===== config.mk =====
export PLATFORM = sky130hd
export DESIGN_NAME = adc_cfg_bank
export DESIGN_NICKNAME = d
export VERILOG_FILES = /design/src/shared/adc_cfg_pkg.sv /design/src/core/adc_cfg_bank.sv
export VERILOG_INCLUDE_DIRS = /design/src /design/src/shared
export SDC_FILE = /design/constraint.sdc
export NUM_CORES = 1
export LEC_CHECK = 0
export BUFFER_PORTS_ARGS = -buffer_cell sky130_fd_sc_hd__clkbuf_2
export CAP_MARGIN = 20
export CORE_MARGIN = 2
export CORE_UTILIZATION = 55
export CTS_BUF_LIST = sky130_fd_sc_hd__clkbuf_16
export CTS_CLUSTER_SIZE = 25
export DETAILED_ROUTE_END_ITERATION = 8
export HOLD_SLACK_MARGIN = 0.15
export PLACE_DENSITY_LB_ADDON = 0.05
export SYNTH_ARGS = -nofsm -noshare
export SYNTH_HDL_FRONTEND = slang
export SYNTH_SLANG_ARGS = --single-unit

===== constraint.sdc =====
create_clock -name CLK_I -period 8.32 [get_ports CLK_I]
set_clock_uncertainty 0.05 [all_clocks]
set_input_delay 1.248 -clock CLK_I [delete_from_list [all_inputs] [get_ports CLK_I]]
set_output_delay 1.248 -clock CLK_I [all_outputs]
set_load 0.005 [all_outputs]

===== src/shared/adc_cfg_regs.svh =====
// register offsets, field positions, reset values and timing figures of the config bank
`ifndef ADC_CFG_REGS_SVH
`define ADC_CFG_REGS_SVH

// printed offsets are register indices; byte address is four times the index
`define DSC_INDEX         8'h0C
`define CK1_INDEX         8'h0D
`define CK2_INDEX         8'h0E
`define DSC_ADDR          12'h030
`define CK1_ADDR          12'h034
`define CK2_ADDR          12'h038

`define DSC_RESET         8'h3C
`define CK1_RESET         8'h08
`define CK2_RESET         8'h86

`define DSC_WDOG_BIT      7
`define DSC_CRCMODE_BIT   6
`define DSC_DLY2_HI       5
`define DSC_DLY2_LO       4
`define DSC_FLOAT_HI      3
`define DSC_FLOAT_LO      2
`define DSC_FIXED_BIT     1
`define DSC_CRCEN_BIT     0

`define CK1_SRC_BIT       7
`define CK1_DIV_HI        3
`define CK1_DIV_LO        1
`define CK2_MDIV_HI       7
`define CK2_MDIV_LO       5
`define CK2_OSR_HI        3
`define CK2_OSR_LO        0

// float delay minimum times in ns, per code
`define FLOAT_NS_0        6
`define FLOAT_NS_1        8
`define FLOAT_NS_2        10
`define FLOAT_NS_3        12
`define CLK_PERIOD_NS     5

// frame word counts
`define FIXED_WORDS_FOUR  4'h6
`define FIXED_WORDS_TWO   4'h4
`define STATUS_WORDS      4'h1

`endif


===== src/shared/adc_cfg_pkg.sv =====
// types shared by the config bank
`default_nettype none
package adc_cfg_pkg;
   typedef enum logic [1:0] {
      LINK_IDLE,
      LINK_SHIFT,
      LINK_HOLD
   } link_state_t;
endpackage
`default_nettype wire


===== src/core/adc_cfg_bank.sv =====
// configuration register bank with clock dividers and output float timing
`include "adc_cfg_regs.svh"
`default_nettype none

module adc_cfg_bank #(
   parameter int CHANNELS = 4
) (
   input  wire logic        CLK_I,
   input  wire logic        ARST_N_I,
   input  wire logic        PSEL_I,
   input  wire logic        PENABLE_I,
   input  wire logic        PWRITE_I,
   input  wire logic [11:0] PADDR_I,
   input  wire logic [31:0] PWDATA_I,
   output logic      [31:0] PRDATA_O,
   output logic             PREADY_O,
   output logic             PSLVERR_O,
   input  wire logic        CRYSTAL_CLOCK_INPUT_PIN_I,
   input  wire logic        SERIAL_CLOCK_PIN_I,
   input  wire logic        SYNC_MASTER_MODE_I,
   input  wire logic [3:0]  CHANNEL_ENABLE_I,
   input  wire logic        FRAME_LAST_BIT_I,
   input  wire logic        FRAME_START_I,
   input  wire logic        CMD_VALID_I,
   input  wire logic        CMD_CRC_OK_I,
   output logic             CMD_ACCEPT_O,
   output logic             WATCHDOG_ENABLE_O,
   output logic             CRC_ENABLE_O,
   output logic             CRC_ALL_BITS_O,
   output logic [3:0]       FRAME_WORDS_O,
   output logic             DATA_OUT_ENABLE_N_O,
   output logic             INTERNAL_CLOCK_TICK_O,
   output logic             MODULATOR_CLOCK_TICK_O,
   output logic             DATA_RATE_TICK_O,
   output logic             SERIAL_CLOCK_O,
   output logic             SERIAL_CLOCK_OE_N_O
);

   // ***********************************************
   // timing constants
   // ***********************************************
   localparam int FLOAT_CYC0 = (`FLOAT_NS_0 + `CLK_PERIOD_NS - 1) / `CLK_PERIOD_NS;
   localparam int FLOAT_CYC1 = (`FLOAT_NS_1 + `CLK_PERIOD_NS - 1) / `CLK_PERIOD_NS;
   localparam int FLOAT_CYC2 = (`FLOAT_NS_2 + `CLK_PERIOD_NS - 1) / `CLK_PERIOD_NS;
   localparam int FLOAT_CYC3 = (`FLOAT_NS_3 + `CLK_PERIOD_NS - 1) / `CLK_PERIOD_NS;

   // ***********************************************
   // state
   // ***********************************************
   typedef struct packed {
      logic [7:0]               dsc;
      logic [7:0]               ck1;
      logic [7:0]               ck2;
      logic [31:0]              rdata;
      logic [2:0]               sclk_pipe;
      logic [2:0]               xtal_pipe;
      logic                     sclk_lvl;
      logic                     xtal_lvl;
      logic [3:0]               words;
      logic [3:0]               icnt;
      logic [3:0]               mcnt;
      logic [11:0]              ocnt;
      logic                     ick_tick;
      logic                     mod_tick;
      logic                     rate_tick;
      logic                     sclk_out;
      logic [2:0]               fcnt;
      adc_cfg_pkg::link_state_t link;
      logic                     oe_n;
      logic                     accept;
   } state_t;

   state_t state_reg;
   state_t state_next;

   // ***********************************************
   // helpers
   // ***********************************************
   // divider code to half-period count minus one; reserved 000 behaves as 001
   function automatic logic [3:0] half_limit(input logic [2:0] code);
      return (code == 3'h0) ? 4'h0 : 4'({1'b0, code} - 4'h1);
   endfunction

   // divider code to full-period count minus one; reserved 000 behaves as 001
   function automatic logic [3:0] div_limit(input logic [2:0] code);
      logic [3:0] c;
      c = (code == 3'h0) ? 4'h1 : {1'b0, code};
      return 4'((c << 1) - 4'h1);
   endfunction

   // oversampling code to ratio minus one
   function automatic logic [11:0] osr_limit(input logic [3:0] code);
      logic [11:0] r;
      case (code)
         4'h0:    r = 12'hFFF;
         4'h1:    r = 12'h7FF;
         4'h2:    r = 12'h3FF;
         4'h3:    r = 12'h31F;
         4'h4:    r = 12'h2FF;
         4'h5:    r = 12'h1FF;
         4'h6:    r = 12'h18F;
         4'h7:    r = 12'h17F;
         4'h8:    r = 12'h0FF;
         4'h9:    r = 12'h0C7;
         4'hA:    r = 12'h0BF;
         4'hB:    r = 12'h07F;
         4'hC:    r = 12'h05F;
         4'hD:    r = 12'h03F;
         4'hE:    r = 12'h02F;
         default: r = 12'h01F;
      endcase
      return r;
   endfunction

   // float delay code to clock cycles
   function automatic logic [2:0] float_cycles(input logic [1:0] code);
      logic [2:0] n;
      case (code)
         2'h0:    n = 3'(FLOAT_CYC0);
         2'h1:    n = 3'(FLOAT_CYC1);
         2'h2:    n = 3'(FLOAT_CYC2);
         default: n = 3'(FLOAT_CYC3);
      endcase
      return n;
   endfunction

   logic       src_edge;
   logic [3:0] words_var;
   logic       bus_access;
   logic       hit_dsc;
   logic       hit_ck1;
   logic       hit_ck2;

   // ***********************************************
   // next state
   // ***********************************************
   always_comb begin
      state_next = state_reg;
      state_next.ick_tick = 1'b0;
      state_next.mod_tick = 1'b0;
      state_next.rate_tick = 1'b0;
      state_next.accept = 1'b0;
      state_next.sclk_pipe = {state_reg.sclk_pipe[1:0], SERIAL_CLOCK_PIN_I};
      state_next.xtal_pipe = {state_reg.xtal_pipe[1:0], CRYSTAL_CLOCK_INPUT_PIN_I};
      words_var = 4'h0;
      src_edge = 1'b0;

      // address decode
      bus_access = PSEL_I && PENABLE_I;
      hit_dsc = 1'b0;
      hit_ck1 = 1'b0;
      hit_ck2 = 1'b0;
      if (PADDR_I == `DSC_ADDR) begin
         hit_dsc = 1'b1;
      end else if (PADDR_I == `CK1_ADDR) begin
         hit_ck1 = 1'b1;
      end else if (PADDR_I == `CK2_ADDR) begin
         hit_ck2 = 1'b1;
      end

      // register writes
      if (bus_access && PWRITE_I) begin
         if (hit_dsc) begin
            state_next.dsc = PWDATA_I[7:0];
         end
         if (hit_ck1) begin
            state_next.ck1 = PWDATA_I[7:0];
         end
         if (hit_ck2) begin
            state_next.ck2 = PWDATA_I[7:0];
         end
      end

      // read data captured in setup phase
      if (PSEL_I && !PENABLE_I) begin
         state_next.rdata = 32'h0000_0000;
         if (hit_dsc) begin
            state_next.rdata = {24'h00_0000, state_reg.dsc};
         end else if (hit_ck1) begin
            state_next.rdata = {24'h00_0000, state_reg.ck1};
         end else if (hit_ck2) begin
            state_next.rdata = {24'h00_0000, state_reg.ck2};
         end
      end

      // pin levels change only once second and third stage agree
      if (state_reg.sclk_pipe[2] == state_reg.sclk_pipe[1]) begin
         state_next.sclk_lvl = state_reg.sclk_pipe[2];
      end
      if (state_reg.xtal_pipe[2] == state_reg.xtal_pipe[1]) begin
         state_next.xtal_lvl = state_reg.xtal_pipe[2];
      end

      // rising edge of the selected input clock, from the filtered level
      if (state_reg.ck1[`CK1_SRC_BIT]) begin
         src_edge = state_reg.sclk_pipe[2] && state_reg.sclk_pipe[1]
                  && !state_reg.sclk_lvl;
      end else begin
         src_edge = state_reg.xtal_pipe[2] && state_reg.xtal_pipe[1]
                  && !state_reg.xtal_lvl;
      end

      // input clock divider forms internal clock, toggling every half period
      if (src_edge) begin
         if (state_reg.icnt >= half_limit(state_reg.ck1[`CK1_DIV_HI:`CK1_DIV_LO])) begin
            state_next.icnt = 4'h0;
            state_next.sclk_out = !state_reg.sclk_out;
            state_next.ick_tick = !state_reg.sclk_out;
         end else begin
            state_next.icnt = 4'(state_reg.icnt + 4'h1);
         end
      end

      // modulator divider on internal clock ticks
      if (state_reg.ick_tick) begin
         if (state_reg.mcnt >= div_limit(state_reg.ck2[`CK2_MDIV_HI:`CK2_MDIV_LO])) begin
            state_next.mcnt = 4'h0;
            state_next.mod_tick = 1'b1;
         end else begin
            state_next.mcnt = 4'(state_reg.mcnt + 4'h1);
         end
      end

      // oversampling counter gives the data rate
      if (state_reg.mod_tick) begin
         if (state_reg.ocnt >= osr_limit(state_reg.ck2[`CK2_OSR_HI:`CK2_OSR_LO])) begin
            state_next.ocnt = 12'h000;
            state_next.rate_tick = 1'b1;
         end else begin
            state_next.ocnt = 12'(state_reg.ocnt + 12'h001);
         end
      end

      // data output float sequencing
      case (state_reg.link)
         adc_cfg_pkg::LINK_IDLE: begin
            state_next.oe_n = 1'b1;
            if (FRAME_START_I) begin
               state_next.link = adc_cfg_pkg::LINK_SHIFT;
               state_next.oe_n = 1'b0;
            end
         end
         adc_cfg_pkg::LINK_SHIFT: begin
            if (FRAME_LAST_BIT_I) begin
               state_next.fcnt = float_cycles(state_reg.dsc[`DSC_FLOAT_HI:`DSC_FLOAT_LO]);
               state_next.link = adc_cfg_pkg::LINK_HOLD;
            end
         end
         adc_cfg_pkg::LINK_HOLD: begin
            if (state_reg.fcnt <= 3'h1) begin
               state_next.oe_n = 1'b1;
               state_next.link = adc_cfg_pkg::LINK_IDLE;
            end else begin
               state_next.fcnt = 3'(state_reg.fcnt - 3'h1);
            end
         end
         default: begin
            state_next.link = adc_cfg_pkg::LINK_IDLE;
         end
      endcase

      // command acceptance gated by crc check
      if (CMD_VALID_I) begin
         state_next.accept = !state_reg.dsc[`DSC_CRCEN_BIT] || CMD_CRC_OK_I;
      end

      // variable frame: status word, enabled channels, optional crc
      for (int i = 0; i < CHANNELS; i++) begin
         words_var = 4'(words_var + {3'h0, CHANNEL_ENABLE_I[i]});
      end
      words_var = 4'(words_var + `STATUS_WORDS + {3'h0, state_reg.dsc[`DSC_CRCEN_BIT]});
      state_next.words = state_reg.dsc[`DSC_FIXED_BIT]
                       ? ((CHANNELS > 2) ? `FIXED_WORDS_FOUR : `FIXED_WORDS_TWO)
                       : words_var;
   end

   // ***********************************************
   // registers
   // ***********************************************
   always_ff @(posedge CLK_I or negedge ARST_N_I) begin
      if (!ARST_N_I) begin
         state_reg <= '0;
         state_reg.dsc <= `DSC_RESET;
         state_reg.ck1 <= `CK1_RESET;
         state_reg.ck2 <= `CK2_RESET;
         state_reg.oe_n <= 1'b1;
         state_reg.link <= adc_cfg_pkg::LINK_IDLE;
      end else begin
         state_reg <= state_next;
      end
   end

   // ***********************************************
   // outputs
   // ***********************************************
   // apb answers in the access cycle, never errors
   assign PREADY_O = 1'b1;
   assign PSLVERR_O = 1'b0;
   assign PRDATA_O = state_reg.rdata;

   // configuration fields to the frame logic
   assign WATCHDOG_ENABLE_O = state_reg.dsc[`DSC_WDOG_BIT];
   assign CRC_ALL_BITS_O = state_reg.dsc[`DSC_CRCMODE_BIT];
   assign CRC_ENABLE_O = state_reg.dsc[`DSC_CRCEN_BIT];
   assign FRAME_WORDS_O = state_reg.words;
   assign CMD_ACCEPT_O = state_reg.accept;
   assign DATA_OUT_ENABLE_N_O = state_reg.oe_n;

   // clock ticks and serial clock drive
   assign INTERNAL_CLOCK_TICK_O = state_reg.ick_tick;
   assign MODULATOR_CLOCK_TICK_O = state_reg.mod_tick;
   assign DATA_RATE_TICK_O = state_reg.rate_tick;
   assign SERIAL_CLOCK_O = state_reg.sclk_out;
   assign SERIAL_CLOCK_OE_N_O = !SYNC_MASTER_MODE_I;

endmodule
`default_nettype wire


---- After elaboration in Yosys (flattened, before gate mapping) ----
Memory sizes are Yosys's and may differ from the RTL's.
Index checks and enable logic that the tools add are counted.
storage, ports and cells
  output and inout bits ................... 48
  logic and storage cells ................. 109
  memories ................................ 1
  memory bits (read-only) ................. 144
  bits in registers ....................... 99
  input bits .............................. 60
memory list
  name              words  bits a word  read ports  clocked after memory_dff  write ports  RTL line            source
  (name not given)  16     9            1           0                         0            adc_cfg_bank.sv:94  case (code)
operators by class
  magnitude comparators ................... 4
  reductions and logical operators ........ 28
  add/subtract/negate cells ............... 11
  eq/ne operators ......................... 13
  muxes and demuxes ....................... 32
operators with widths
  operator                                         count
  == test 12 x 6 -> 1 bit (second input constant)  3
  two-way mux 12 bit                               2
  two-way mux 8 bit                                3
  two-way mux 4 bit                                4
  two-way mux 1 bit                                15
  adder 12 x 1 -> 12 bit (second input constant)   1
  adder 4 x 1 -> 4 bit (second input constant)     3
  greater-or-equal comparator 12 bit               1
  two-way mux 3 bit                                4
  AND reduction 2 bit                              5
  greater-or-equal comparator 4 bit                2
  != test 2 bit (second input constant)            4
  logical AND 1 bit                                7
  zero test 1 bit                                  6
  zero test 3 bit                                  2
  one-hot mux 2 bit (3 select lines)               1
  one-hot mux 3 bit (2 select lines)               1
  AND reduction 3 bit                              2
  two-way mux 5 bit                                1
  adder 3 x 1 -> 4 bit                             1
  adder 4 x 1 -> 4 bit                             1
  == test 2 x 1 -> 1 bit (second input constant)   2
  == test 2 bit (second input constant)            2
  zero test 2 bit                                  2
  other kinds (11)                                 13

---- Logic depth before layout (Yosys ltp) ----
  depth in word-level cells ............... 7
  mapped depth ............................ 11
  mapped depth without buffers ............ 10

---- Least setup slack after synthesis ----
OpenSTA, ideal clock, no wires.
  path type ............................... input-to-reg
  start point ............................. input port CHANNEL_ENABLE_I[0]
  end point ............................... register state_reg (netlist bit FRAME_WORDS_O[1])
  slack ................................... 5,229 ps
  required time ........................... 8,143 ps
  data arrival time ....................... 2,914 ps
  cell stages on the path ................. 7
  library setup time ...................... 127 ps
  path through ............................ inv_1 > ha_1 > fa_1 > inv_1 > ha_1 > fa_1 > or2_2
RTL lines
  what                  RTL line             source
  from (decl)           adc_cfg_bank.sv:21   input wire logic [3:0] CHANNEL_ENABLE_I,
  to (signal assigned)  adc_cfg_bank.sv:289  state_reg <= state_next;
  to (decl)             adc_cfg_bank.sv:73   state_t state_reg;

---- Worst setup path in the final report ----
  start point ............................. input port PADDR_I[7]
  end point ............................... register state_reg (netlist bit CRC_ALL_BITS_O)
on the way
  word-level cells in the longest chain between the ends .. 3
ends and longest elaborated chain
  what                               RTL line             source
  from (decl)                        adc_cfg_bank.sv:13   input wire logic [11:0] PADDR_I,
  == test 12 x 6 -> 1 bit (no line)  --
  two-way mux 1 bit                  adc_cfg_bank.sv:153  if (PADDR_I == `DSC_ADDR) begin
  AND reduction 2 bit (no line)      --
No other way between the ends.
A chain may end at the register's enable or synchronous reset.

==> flow_metrics.env <==
export IMPL_cts_resized=0
export IMPL_p_leak_uw=0.00237
export IMPL_firstDrtPassIters=4
export IMPL_root_buffer="clkbuf_16"
export IMPL_grt_pass1_vias=2795
export IMPL_crit_family="simple AND/OR/NAND/NOR gates"
export IMPL_worst_pin_slew_ps=1060
export IMPL_peakVddDrop_mv=0.142
export IMPL_diodes=0
export IMPL_crit_type="input pin to flip-flop"
export IMPL_filler_cell_count=663
export IMPL_crit_path_top_delay_cell="or4_1"
export IMPL_syn_area_um2=4290
export IMPL_arrival_ps=3420
export IMPL_dr_first_iter_drc_count=136
export IMPL_maxCapViolations=0
export IMPL_switching_share_pct=29.2
export IMPL_ys_ff_latch=74
export IMPL_cts_setup_buffers=0
export IMPL_setup_tns_final_ps=0
export IMPL_max_stage_delay_ps=870
export IMPL_dp_hpwl_um=5390
export IMPL_p_int_uw=694
export IMPL_path_max_fanout=12
export IMPL_syn_inst=395
export IMPL_status="complete, no violations"
export IMPL_clkLatencyLatePin_ps=330
export IMPL_routabilityCongestion=0.820
export IMPL_maxSlewViolCount=0
export IMPL_die_area_um2=8520
export IMPL_cts_sinks=74
export IMPL_synthMuxAreaShare_pct=8.11
export IMPL_drc=0
export IMPL_layout_setup_ws_ps=5060
export IMPL_yosysTopAreaCell="dfrtp_1"
export IMPL_synth_top_family_by_area="simple AND/OR/NAND/NOR gates"
export IMPL_finalSetupViolCount=0
export IMPL_period_minus_slack_ps=3260
export IMPL_synth_common_cells="dfrtp_1 (65), buf_4 (38), ha_1 (34), mux2_2 (28), inv_1 (23)"
export IMPL_crit_buf_inv=1
export IMPL_grt_pass1_wl_um=13300
export IMPL_routed_wl_um=7670
export IMPL_start_util_pct=56.1
export IMPL_clockPowerShare_pct=33.9
export IMPL_synth_compound_area_share_pct=11.9
export IMPL_r2r_setup_slack_ps=5170
export IMPL_clk_pin_slew_ps=60
export IMPL_fmax_mhz=307
export IMPL_worstSetupEndpointType="flip-flop"
export IMPL_pre_cts_ws_ps=4710
export IMPL_power_frac_comb_pct=19.4
export IMPL_synth_area_per_cell_um2=10.9
export IMPL_ys_types=60
export IMPL_place_inst=529
export IMPL_syn_to_final_growth_pct=10.1
export IMPL_synth_main_ff_cell="dfrtp_1"
export IMPL_crit_chain="clkbuf_2 -> nor4_1 -> nand4_1 -> or4_1 -> mux2_2"
export IMPL_p_per_area_nw_per_um2=208
export IMPL_grt_usage_pct=19.7
export IMPL_antenna_left=0
export IMPL_whs_ps=300
export IMPL_core_um2=7650
export IMPL_htree_levels=3
export IMPL_clockBufferDepth=2
export IMPL_cts_tree="done"
export IMPL_synth_most_common_cell="dfrtp_1"
export IMPL_cts_made_buffers=9
export IMPL_power_switching_uw=287
export IMPL_die_h_um=92.3
export IMPL_synth_edff_count=0
export IMPL_synth_top_cell_area_share_pct=37.9
export IMPL_vias=2938
export IMPL_fin_nets=534
export IMPL_fin_cells=545
export IMPL_pin_count=108
export IMPL_ys_seq_area_share_pct=43.4
export IMPL_rsz0062_at_grt="no"
export IMPL_yosysWarnings=0
export IMPL_io_buffers=56
export IMPL_slew_headroom_pct=29.1
export IMPL_die_w_um=92.3
export IMPL_timing_final_crit_share_pct=39.2
export IMPL_synthSimpleGateAreaFrac_pct=13.7
export IMPL_worst_setup_path_start_kind="input pin"
export IMPL_cts_hold_buf=0
export IMPL_antenna_found_initial=0
export IMPL_cp_required_ps=8480
export IMPL_async_flop_share_pct=100
export IMPL_grt_max_degree=75
export IMPL_via_per_inst=5.39
export IMPL_placementRows=32
export IMPL_hold_viol=0
export IMPL_wl_per_cell_um=14.1
export IMPL_largest_reg_flops=50
export IMPL_synth_xor_area_share_pct=2.04
export IMPL_synth_area_leaders="dfrtp_1 (38%), ha_1 (9.9%), mux2_2 (7.4%)"
export IMPL_drive_above_1_share_pct=25.5
export IMPL_power_frac_seq_pct=46.7
export IMPL_hp_class="flip-flop to flip-flop"
export IMPL_grt_overflow_total=0
export IMPL_synthAdderAreaFrac_pct=10.9
per-stage QoR:
stage,power (µW),cell area (µm²),util (%)
detailed placement,654,4460,58.4
global placement,644,4460,58.4
CTS,991,4720,61.7
floorplan,603,4390,-
global route,1050,4720,61.7
finish,981,4720,61.7
cells by family after synthesis:
group	after synthesis
AND/OR/NAND/NOR	97
other	2
buffers and inverters	73
XOR/XNOR	10
adder cells (fa/ha/maj)	36
multiplexers	30
AO/OA/AOI/OAI	73
flip-flops	74
area by class of cell:
type	count	area (µm²)	share of cell area, %
clock buffers	9	225	4.77
clock inverters	7	31.3	0.663
inverters	23	86.3	1.83
multi-input cells	274	2100	44.6
flip-flops and latches	74	1860	39.5
well taps	102	128	2.70
repair buffers	56	283	5.99
power groups by stage:
| stage | combinational (µW) | sequential (µW) | clock [µW] |
|---|---|---|---|
| after global placement | 184 | 461 | 0 |
| final | 190 | 458 | 333 |
| after CTS | 193 | 457 | 341 |
| after detailed placement | 191 | 463 | 0 |
| after global routing | 225 | 466 | 359 |
| after floorplan | 153 | 450 | 0 |
per-layer routing:
metal | wire length, µm | track usage, %
met5 | 0 | 0
met2 | 3560 | 31.1
met1 | 3720 | 27.0
met4 | 112 | 8.46
met3 | 280 | 3.17
worst register-to-register path, stage by stage, from the launching register on:
cell     delay (ps)
dfstp_2         600
inv_1           110
ha_1            280
inv_1            30
mux4_2          460
ha_1            290
and3_1          200
a221o_1         330
a211o_1         470
and2_1          230
placed cells by master (no fill, tap or decap), types with 9 or more instances in the layout:
cell type	count
a22oi_1	9
inv_1	26
ha_1	34
clkbuf_16	9
mux2_2	28
conb_1	28
o21ai_0	11
nand2_1	16
dfrtp_1	65
nor3_1	9
a221o_1	9
clkbuf_2	55
nor2_1	11
a21oi_1	16
dfstp_2	9
nand2b_1	9
path summary, 6_finish.rpt:
path / cells past startpoint / end / from
setup / recovery: 5 / CRC_ALL_BITS_O / PADDR_I[7]
max in group asynchronous: 1 / state_reg[29] / ARST_N_I
setup reg to reg: 9 / DATA_RATE_TICK_O / state_reg[76]
hold reg to reg: 0 / state_next[42] / state_next[41]
hold / removal: 0 / state_next[42] / state_next[41]
min in group asynchronous: 1 / state_reg[26] / ARST_N_I
No activity file was read; power rests on OpenSTA's default activity.
